### src/pin_mux_pkg.sv
// constants, types and the reset state of the port b / debug pin multiplexer
// assumes one system clock; config inputs come from registers on that clock

package pin_mux_pkg;

    // ------------------------------------------------------------
    // pin and synchroniser indices
    // ------------------------------------------------------------
    localparam int NUM_PINS    = 5;
    localparam int PIN_B1      = 0;
    localparam int PIN_B2      = 1;
    localparam int PIN_C2      = 2;
    localparam int PIN_C3      = 3;
    localparam int PIN_C4      = 4;
    localparam int SYNC_W      = 9;
    localparam int SY_DBG_CLK  = 5;
    localparam int SY_EXT_RST  = 6;
    localparam int SY_T2C1_ALT = 7;
    localparam int SY_T2C2_ALT = 8;

    // ------------------------------------------------------------
    // configuration field layout
    // ------------------------------------------------------------
    localparam int CFG_W            = 16;
    localparam int FIELD_W          = 4;
    localparam int DBG_CFG_W        = 8;
    localparam int REMAP_W          = 8;
    localparam int PB1_FIELD_LSB    = 4;
    localparam int PB2_FIELD_LSB    = 8;
    localparam int PC2_FIELD_LSB    = 8;
    localparam int PC3_FIELD_LSB    = 12;
    localparam int REMAP_CH1_BIT    = 4;
    localparam int REMAP_CH2_BIT    = 5;
    localparam int DBG_DISABLE_BIT  = 5;
    localparam int PC2_HIGH_CFG_BIT = 1;

    localparam logic [FIELD_W-1:0] CFG_ALT_OUT = 4'h9;
    localparam logic [FIELD_W-1:0] CFG_ALT_OD  = 4'hd;

    typedef enum logic [1:0] {
        SER_OFF  = 2'b00,
        SER_UART = 2'b01,
        SER_SPI  = 2'b10,
        SER_TWI  = 2'b11
    } serialMode_t;

    typedef enum logic {
        DBG_JTAG = 1'b0,
        DBG_SWD  = 1'b1
    } dbgMode_t;

    // ------------------------------------------------------------
    // whole state of the multiplexer
    // ------------------------------------------------------------
    typedef struct packed {
        dbgMode_t              mode;
        logic [NUM_PINS-1:0]   pinOut;
        logic [NUM_PINS-1:0]   pinDrive_b;
        logic [NUM_PINS-1:0]   pinPullUp;
        logic [NUM_PINS-1:0]   gpioIn;
        logic                  dbgClkOut;
        logic                  dbgClkDrive_b;
        logic                  dbgClkPullDown;
        logic                  spiMasterIn;
        logic                  spiSlaveIn;
        logic                  uartRx;
        logic                  twiDataIn;
        logic                  twiClockIn;
        logic                  t2c1Cap;
        logic                  t2c2Cap;
        logic                  jtagClockIn;
        logic                  swClockIn;
        logic                  jtagTdiIn;
        logic                  jtagTmsIn;
        logic                  swdioIn;
    } muxState_t;

    localparam logic [NUM_PINS-1:0] DRIVE_B_RST = 5'h1f;
    localparam logic [NUM_PINS-1:0] PULLUP_RST  = 5'h18;
    localparam logic [NUM_PINS-1:0] ZERO_PINS   = 5'h00;

    localparam muxState_t MUX_RST = '{
        mode: DBG_JTAG, pinOut: ZERO_PINS, pinDrive_b: DRIVE_B_RST,
        pinPullUp: PULLUP_RST, gpioIn: ZERO_PINS, dbgClkOut: 1'b0,
        dbgClkDrive_b: 1'b1, dbgClkPullDown: 1'b1, spiMasterIn: 1'b0,
        spiSlaveIn: 1'b0, uartRx: 1'b1, twiDataIn: 1'b1, twiClockIn: 1'b1,
        t2c1Cap: 1'b0, t2c2Cap: 1'b0, jtagClockIn: 1'b0, swClockIn: 1'b0,
        jtagTdiIn: 1'b1, jtagTmsIn: 1'b1, swdioIn: 1'b1
    };

    function automatic logic fieldIs(input logic [CFG_W-1:0]   cfg,
                                     input int                 lsb,
                                     input logic [FIELD_W-1:0] code);
        return cfg[lsb +: FIELD_W] == code;
    endfunction : fieldIs

endpackage : pin_mux_pkg

### src/serial_timer_debug_pin_mux.sv
// pin function multiplexer for port b pins 1-2, the debug clock pin and port c pins 2-4
// assumes config, peripheral and debug-core signals share clk; pin levels are async
`timescale 1ns/1ps

module serial_timer_debug_pin_mux (
    input  wire logic                                   clk,
    input  wire logic                                   rst_b,
    // configuration
    input  wire pin_mux_pkg::serialMode_t               serial1ModeSelect,
    input  wire logic                                   serial1SpiMaster,
    input  wire logic                                   timer2Ch1OutEn,
    input  wire logic                                   timer2Ch2OutEn,
    input  wire logic [pin_mux_pkg::REMAP_W-1:0]        timer2Remap,
    input  wire logic [pin_mux_pkg::CFG_W-1:0]          portBLowConfig,
    input  wire logic [pin_mux_pkg::CFG_W-1:0]          portCLowConfig,
    input  wire logic [pin_mux_pkg::CFG_W-1:0]          portCHighConfig,
    input  wire logic [pin_mux_pkg::DBG_CFG_W-1:0]      debugPinConfig,
    // peripheral outputs toward the pins
    input  wire logic                                   spiSlaveOut,
    input  wire logic                                   spiMasterOut,
    input  wire logic                                   twiDataOut,
    input  wire logic                                   twiClockOut,
    input  wire logic                                   uartTx,
    input  wire logic                                   timer2Ch1Out,
    input  wire logic                                   timer2Ch2Out,
    input  wire logic [pin_mux_pkg::NUM_PINS-1:0]       gpioOut,
    input  wire logic [pin_mux_pkg::NUM_PINS-1:0]       gpioDriveEn,
    // debug core
    input  wire logic                                   dbgSelectSw,
    input  wire logic                                   dbgSelectJtag,
    input  wire logic                                   jtagTdo,
    input  wire logic                                   swClockOut,
    input  wire logic                                   swClockDriveEn,
    input  wire logic                                   swdioOut,
    input  wire logic                                   swdioDriveEn,
    input  wire logic                                   asyncTraceEn,
    input  wire logic                                   asyncTraceOut,
    input  wire logic                                   syncTraceEn,
    input  wire logic                                   syncTraceClock,
    // pins (inputs async, outputs registered)
    input  wire logic [pin_mux_pkg::NUM_PINS-1:0]       muxPinIn,
    input  wire logic                                   dbgClkPinIn,
    input  wire logic                                   externalReset_n,
    input  wire logic                                   timer2Ch1OtherPinIn,
    input  wire logic                                   timer2Ch2OtherPinIn,
    output logic      [pin_mux_pkg::NUM_PINS-1:0]       muxPinOut,
    output logic      [pin_mux_pkg::NUM_PINS-1:0]       muxPinDrive_b,
    output logic      [pin_mux_pkg::NUM_PINS-1:0]       muxPinPullUp,
    output logic                                        dbgClkPinOut,
    output logic                                        dbgClkPinDrive_b,
    output logic                                        dbgClkPinPullDown,
    // toward peripherals and debug core
    output logic      [pin_mux_pkg::NUM_PINS-1:0]       gpioIn,
    output logic                                        spiMasterIn,
    output logic                                        spiSlaveIn,
    output logic                                        uartRx,
    output logic                                        twiDataIn,
    output logic                                        twiClockIn,
    output logic                                        timer2Ch1CaptureIn,
    output logic                                        timer2Ch2CaptureIn,
    output logic                                        jtagClockIn,
    output logic                                        swClockIn,
    output logic                                        jtagTdiIn,
    output logic                                        jtagTmsIn,
    output logic                                        swdioIn,
    output logic                                        serialWireMode
);

    import pin_mux_pkg::*;

    muxState_t        s;
    muxState_t        n;
    logic [SYNC_W-1:0] sy;
    logic             b1Alt;
    logic             b1Od;
    logic             b2Alt;
    logic             b2Od;
    logic             b1SerialOwn;
    logic             b2SerialOwn;
    logic             remap1;
    logic             remap2;
    logic             dbgDisable;
    logic             swd;
    logic             c2Gpio;
    logic             c2Trace;
    logic             c3Gpio;
    logic             c3Trace;

    // ------------------------------------------------------------
    // pin synchronisers
    // ------------------------------------------------------------
    pin_sync #(
        .W (SYNC_W)
    ) u_sync (
        .clk     (clk),
        .rst_b   (rst_b),
        .asyncIn ({timer2Ch2OtherPinIn, timer2Ch1OtherPinIn, externalReset_n,
                   dbgClkPinIn, muxPinIn}),
        .syncOut (sy)
    );

    // ------------------------------------------------------------
    // decode of configuration
    // ------------------------------------------------------------
    assign b1Alt       = fieldIs(portBLowConfig, PB1_FIELD_LSB, CFG_ALT_OUT);
    assign b1Od        = fieldIs(portBLowConfig, PB1_FIELD_LSB, CFG_ALT_OD);
    assign b2Alt       = fieldIs(portBLowConfig, PB2_FIELD_LSB, CFG_ALT_OUT);
    assign b2Od        = fieldIs(portBLowConfig, PB2_FIELD_LSB, CFG_ALT_OD);
    assign remap1      = timer2Remap[REMAP_CH1_BIT];
    assign remap2      = timer2Remap[REMAP_CH2_BIT];
    assign b1SerialOwn = !timer2Ch1OutEn || !remap1;
    assign b2SerialOwn = !timer2Ch2OutEn || !remap2;
    assign dbgDisable  = debugPinConfig[DBG_DISABLE_BIT];
    assign swd         = (s.mode == DBG_SWD);
    assign c2Gpio      = dbgDisable && !portCHighConfig[PC2_HIGH_CFG_BIT];
    assign c2Trace     = swd && asyncTraceEn
                         && fieldIs(portCLowConfig, PC2_FIELD_LSB, CFG_ALT_OUT);
    assign c3Gpio      = dbgDisable || swd;
    assign c3Trace     = syncTraceEn
                         && fieldIs(portCLowConfig, PC3_FIELD_LSB, CFG_ALT_OUT);

    // ------------------------------------------------------------
    // next state
    // ------------------------------------------------------------
    always_comb begin
        n = s;
        // unclaimed pins fall back to gpio
        n.pinOut     = gpioOut;
        n.pinDrive_b = ~gpioDriveEn;
        n.pinPullUp  = ZERO_PINS;
        n.gpioIn     = sy[NUM_PINS-1:0];

        // external reset wins over any switch request from the debugger
        if (!sy[SY_EXT_RST]) begin
            n.mode = DBG_JTAG;
        end else if (dbgSelectSw) begin
            n.mode = DBG_SWD;
        end else if (dbgSelectJtag) begin
            n.mode = DBG_JTAG;
        end

        // port b pin1: timer output checked first since remap overrides serial
        if (remap1 && timer2Ch1OutEn && b1Alt) begin
            n.pinOut[PIN_B1]     = timer2Ch1Out;
            n.pinDrive_b[PIN_B1] = 1'b0;
        end else if (b1SerialOwn) begin
            unique case (serial1ModeSelect)
                SER_SPI: begin
                    if (b1Alt) begin
                        n.pinOut[PIN_B1]     = serial1SpiMaster ? spiMasterOut
                                                                : spiSlaveOut;
                        n.pinDrive_b[PIN_B1] = 1'b0;
                    end
                end
                SER_TWI: begin
                    if (b1Od) begin
                        n.pinOut[PIN_B1]     = 1'b0;
                        n.pinDrive_b[PIN_B1] = twiDataOut;
                    end
                end
                SER_UART: begin
                    if (b1Alt) begin
                        n.pinOut[PIN_B1]     = uartTx;
                        n.pinDrive_b[PIN_B1] = 1'b0;
                    end
                end
                SER_OFF: begin
                end
            endcase
        end

        // port b pin2
        if (remap2 && timer2Ch2OutEn && b2Alt) begin
            n.pinOut[PIN_B2]     = timer2Ch2Out;
            n.pinDrive_b[PIN_B2] = 1'b0;
        end else if (serial1ModeSelect == SER_TWI && b2SerialOwn && b2Od) begin
            n.pinOut[PIN_B2]     = 1'b0;
            n.pinDrive_b[PIN_B2] = twiClockOut;
        end

        // inputs toward serial controller and timer
        n.spiMasterIn = (serial1ModeSelect == SER_SPI && serial1SpiMaster)
                        ? sy[PIN_B2] : 1'b0;
        n.spiSlaveIn  = (serial1ModeSelect == SER_SPI && !serial1SpiMaster)
                        ? sy[PIN_B2] : 1'b0;
        n.uartRx      = (serial1ModeSelect == SER_UART) ? sy[PIN_B2] : 1'b1;
        n.twiDataIn   = (serial1ModeSelect == SER_TWI) ? sy[PIN_B1] : 1'b1;
        n.twiClockIn  = (serial1ModeSelect == SER_TWI) ? sy[PIN_B2] : 1'b1;
        n.t2c1Cap     = remap1 ? sy[SY_T2C1_ALT] : sy[PIN_B1];
        n.t2c2Cap     = remap2 ? sy[PIN_B2] : sy[SY_T2C2_ALT];

        // debug clock pin
        if (swd) begin
            n.dbgClkOut      = swClockOut;
            n.dbgClkDrive_b  = !swClockDriveEn;
            n.dbgClkPullDown = 1'b0;
        end else begin
            n.dbgClkOut      = 1'b0;
            n.dbgClkDrive_b  = 1'b1;
            n.dbgClkPullDown = 1'b1;
        end
        n.swClockIn   = swd ? sy[SY_DBG_CLK] : 1'b0;
        n.jtagClockIn = swd ? 1'b0 : sy[SY_DBG_CLK];

        // port c pin2
        if (c2Gpio) begin
        end else if (c2Trace) begin
            n.pinOut[PIN_C2]     = asyncTraceOut;
            n.pinDrive_b[PIN_C2] = 1'b0;
            n.pinPullUp[PIN_C2]  = 1'b1;
        end else if (!swd && !dbgDisable) begin
            n.pinOut[PIN_C2]     = jtagTdo;
            n.pinDrive_b[PIN_C2] = 1'b0;
        end

        // port c pin3: trace clock is offered only once jtag has let go of it
        n.jtagTdiIn = 1'b1;
        if (c3Gpio && c3Trace) begin
            n.pinOut[PIN_C3]     = syncTraceClock;
            n.pinDrive_b[PIN_C3] = 1'b0;
        end else if (!c3Gpio) begin
            n.pinDrive_b[PIN_C3] = 1'b1;
            n.pinPullUp[PIN_C3]  = 1'b1;
            n.jtagTdiIn          = sy[PIN_C3];
        end

        // port c pin4
        n.jtagTmsIn = 1'b1;
        n.swdioIn   = 1'b1;
        if (!dbgDisable) begin
            n.pinPullUp[PIN_C4] = 1'b1;
            if (swd) begin
                n.pinOut[PIN_C4]     = swdioOut;
                n.pinDrive_b[PIN_C4] = !swdioDriveEn;
                n.swdioIn            = sy[PIN_C4];
            end else begin
                n.pinDrive_b[PIN_C4] = 1'b1;
                n.jtagTmsIn          = sy[PIN_C4];
            end
        end
    end

    always_ff @(posedge clk or negedge rst_b) begin
        if (!rst_b) begin
            s <= MUX_RST;
        end else begin
            s <= n;
        end
    end

    // ------------------------------------------------------------
    // outputs
    // ------------------------------------------------------------
    assign muxPinOut          = s.pinOut;
    assign muxPinDrive_b      = s.pinDrive_b;
    assign muxPinPullUp       = s.pinPullUp;
    assign dbgClkPinOut       = s.dbgClkOut;
    assign dbgClkPinDrive_b   = s.dbgClkDrive_b;
    assign dbgClkPinPullDown  = s.dbgClkPullDown;
    assign gpioIn             = s.gpioIn;
    assign spiMasterIn        = s.spiMasterIn;
    assign spiSlaveIn         = s.spiSlaveIn;
    assign uartRx             = s.uartRx;
    assign twiDataIn          = s.twiDataIn;
    assign twiClockIn         = s.twiClockIn;
    assign timer2Ch1CaptureIn = s.t2c1Cap;
    assign timer2Ch2CaptureIn = s.t2c2Cap;
    assign jtagClockIn        = s.jtagClockIn;
    assign swClockIn          = s.swClockIn;
    assign jtagTdiIn          = s.jtagTdiIn;
    assign jtagTmsIn          = s.jtagTmsIn;
    assign swdioIn            = s.swdioIn;
    assign serialWireMode     = s.mode;
endmodule : serial_timer_debug_pin_mux

### src/pin_sync.sv
// two-stage synchroniser for pin levels entering the system clock domain
// assumes inputs are slow levels; an event shorter than a clock period may be missed
`timescale 1ns/1ps

module pin_sync #(
    parameter int W = 1
) (
    input  wire logic         clk,
    input  wire logic         rst_b,
    input  wire logic [W-1:0] asyncIn,
    output logic      [W-1:0] syncOut
);

    typedef struct packed {
        logic [W-1:0] stage1;
        logic [W-1:0] stage2;
    } syncState_t;

    syncState_t s;
    syncState_t n;

    if (W < 1) begin : g_check
        $error("pin_sync needs W of at least one");
    end

    // stage1 is read only by stage2
    always_comb begin
        n        = s;
        n.stage1 = asyncIn;
        n.stage2 = s.stage1;
    end

    always_ff @(posedge clk or negedge rst_b) begin
        if (!rst_b) begin
            s <= '0;
        end else begin
            s <= n;
        end
    end

    assign syncOut = s.stage2;

endmodule : pin_sync

### config.mk
export PLATFORM = sky130hd
export DESIGN_NAME = serial_timer_debug_pin_mux
export DESIGN_NICKNAME = d
export VERILOG_FILES = /design/src/pin_mux_pkg.sv /design/src/serial_timer_debug_pin_mux.sv /design/src/pin_sync.sv
export SDC_FILE = /design/constraint.sdc
export NUM_CORES = 1
export LEC_CHECK = 0
export BUFFER_PORTS_ARGS = -buffer_cell sky130_fd_sc_hd__buf_2
export CORE_MARGIN = 10
export CORE_UTILIZATION = 43
export CTS_CLUSTER_DIAMETER = 120
export DETAILED_ROUTE_END_ITERATION = 12
export HOLD_SLACK_MARGIN = 0.1
export PLACE_DENSITY = 0.85
export SYNTH_ARGS = -nofsm -noshare
export SYNTH_HDL_FRONTEND = slang
export SYNTH_SLANG_ARGS = --single-unit
export TNS_END_PERCENT = 1
### constraint.sdc
create_clock -name clk -period 3.1 [get_ports clk]
set_input_delay 0.62 -clock clk [delete_from_list [all_inputs] [get_ports clk]]
set_output_delay 0.62 -clock clk [all_outputs]
set_load 0.01 [all_outputs]
==> metrics.yaml <==
run_status: "completed"
layout_setup_ws_ps: 1400
slew_headroom_pct: 27.6
die-area_sq_mm: 0.00754
hold_start: "u_sync.n[3]"
rows: 24
grtUsageTotal_pct: 11.9
synth_area_leaders: "dfrtp_1 (48%), dfstp_2 (21%), ha_1 (2.6%)"
vdd_ir_drop_max_mv: 0.300
met3_length_um: 537
hold_viol_final: 0
period_share_pct: 54.8
synth_cell_types: 43
post_cts.repair.setup_buffers: 0
cellPowerDensity_mw_per_mm2: 494
rrSetupSlack_ps: 1650
period_needed_ps: 1700
synth_top_area_cell: "dfrtp_1"
fin_setup_tns_ps: 0
slew_viol_final: 0
dr_total_vias: 1400
synth_top_area_share_pct: 48.2
tightest_slew_ps: 1090
multi_input_area_sq_um: 553
fin_area_sq_mm: 0.00253
regArea_sq_mm: 0.00132
cts_root_buf: "clkbuf_8"
reg2reg_to: "muxPinOut[3]"
syn_area_per_cell_sq_um: 14.4
whs_ps: 353
grt_start_max_net_pins: 53
fillCellCount: 365
synth_compound_area_share_pct: 8.27
clock_path_buffers: 2
synth_top_family_by_area: "simple AND/OR/NAND/NOR gates"
p_leak_nw: 1.26
synth-simple-area-share_pct: 14.7
drt-initial-drc-count: 29
final_nets: 346
grt_first_pass_wirelength_um: 7160
placed_area_sq_mm: 0.00245
start_kind: "register"
vias_per_cell: 4.88
netlist_area_sq_mm: 0.00192
initial_core_util_pct: 44.1
cts-buffers-inserted: 5
final_cells: 287
worstPathCellList: "buf_2"
drive_above_1_share_pct: 54.9
avgRoutedWirePerCell_um: 15.9
holdPathStages: 0
antenna_found_initial: 0
clk_latency_ps: 290
grt_overflow: 0
diodes: 0
synth_fa_ha_area_share_pct: 2.61
ys_ff_latch: 52
die_h_um: 86.8
cts.reportedPaths.clkPinSlew_ps: 80
core_area_sq_mm: 0.00435
top_layer_used: "met4"
wl_met1_um: 1590
met2WireLength_um: 2350
cp_top_family: "flip-flops"
htreeDepth: 2
synth_edf_count: 0
crit_type: "register to primary output"
endpoint_kind: "primary output"
die_w_um: 86.8
synthArstFlopShare_pct: 100
cts_hold_buf: 0
cap_violations: 0
yosys_warnings: 0
worstHoldEndpoint: "u_sync.syncOut[3]"
synthMuxAreaShare_pct: 2.87
r2r_cells: 3
crit_arrival_ps: 1080
synthXorXnorAreaFrac_pct: 0
cts_resized: 0
setup_violations: 0
crit_required_ps: 2480
placed_cells: 279
ys.flop_type: "dfrtp_1"
drc: 0
syn_inst: 133
critPathBufInv: 1
clock-sinks: 52
seq_area_frac_synth_pct: 68.7
grt_pass1_vias: 1537
ant_nets: 0
gp_congestion: 0.775
cp_max_fo: 11
cts_tree: "yes"
area_growth_pct: 32.0
dr.pass1.iters: 4
slowest_stage: "dfrtp_1"
fin_worst_skew_ps: 2.51
rr_startpoint: "serialWireMode"
hold_class: "register to register"
io_pins: 144
max_stage_delay_ps: 580
preCtsSetupSlack_ps: 1110
fmax_mhz: 588
rsz0062_at_grt: "false"
io_buffers: 97
dp_hpwl_um: 3630
wl_um: 4560
## logic make-up (layout without fill, tap and decap cells)
| logic type | after synthesis | after routing |
|---|---|---|
| flops | 52 | 52 |
| buf+inv | 11 | 112 |
| compound gates | 21 | 21 |
| other cells | 1 | 2 |
| mux | 5 | 5 |
| fa+ha+maj | 4 | 4 |
| simple gates | 39 | 39 |
## report_power, final
group          total (W)  internal [W]  leakage (nW)  switching [W]
clock           0.000366      0.000158        0.0412       0.000208
sequential      0.000735      0.000723         0.602      0.0000125
combinational   0.000151     0.0000726         0.620      0.0000788
## through the flow
stage               utilization (%)  total power (W)
floorplan                         -         0.000811
global placement               56.3         0.000897
detailed placement             56.3         0.000903
CTS                            58.2          0.00128
global route                   58.2          0.00133
finish                         58.2          0.00125
## cell type report
| class | instances | share of cell area [%] |
|---|---|---|
| Inverter | 7 | 1.04 |
| Tap cell | 52 | 2.57 |
| Clock buffer | 6 | 2.86 |
| Multi-Input combinational cell | 71 | 21.8 |
| Timing Repair Buffer | 97 | 19.2 |
| Clock inverter | 2 | 0.494 |
| Sequential cell | 52 | 52.1 |
## cells in the final DEF (no fill, tap or decap), types with 2 or more instances in the layout
cell	count
dfstp_2	15
and3_1	2
nand2b_1	5
and2_1	4
or3_1	4
dfrtp_1	37
clkbuf_8	5
conb_1	2
ha_1	4
nand2_1	6
mux2_2	4
nor3_1	2
a21oi_1	2
nor2b_1	2
o21ai_0	3
inv_1	7
a211oi_1	3
nand3b_1	3
nor2_1	3
buf_2	97
## per-layer routing
metal / up-vias / GRT usage (%)
li1: 660 / -
met1: 653 / 11.9
met2: 77 / 20.6
met3: 10 / 6.47
met4: 0 / 3.68
met5: - / 0
## flip-flops by register name, summed over array words and instances, names as in the netlist, 3 cells and up
signal	count
muxPinPullUp	3
muxPinDrive_b	5
u_sync.n	9
muxPinOut	5
u_sync.syncOut	9
gpioIn	5
## worst max-delay path by stage
stage | startpoint | depth (start not counted) | endpoint | slack (ps)
finish | serialWireMode | 1 | serialWireMode | 1400
global placement | serial1ModeSelect[0] | 6 | muxPinOut[0] | 1120
floorplan | serial1ModeSelect[0] | 5 | muxPinOut[0] | 1320
CTS | serialWireMode | 1 | serialWireMode | 1360
detailed placement | serial1ModeSelect[0] | 6 | muxPinOut[0] | 1110
global route | serialWireMode | 1 | serialWireMode | 1300
## Yosys cell counts, types with 2 or more instances
cell / number
buf_4: 2
nand3b_1: 3
a21oi_1: 2
dfrtp_1: 37
o21ai_0: 3
nor2b_1: 2
or3_1: 4
nand2b_1: 5
dfstp_2: 15
inv_1: 7
nor3_1: 2
a211oi_1: 3
nor2_1: 3
mux2_2: 4
nand2_1: 6
ha_1: 4
and2_1: 4
and3_1: 2
No activity file was read; power rests on OpenSTA's default activity.
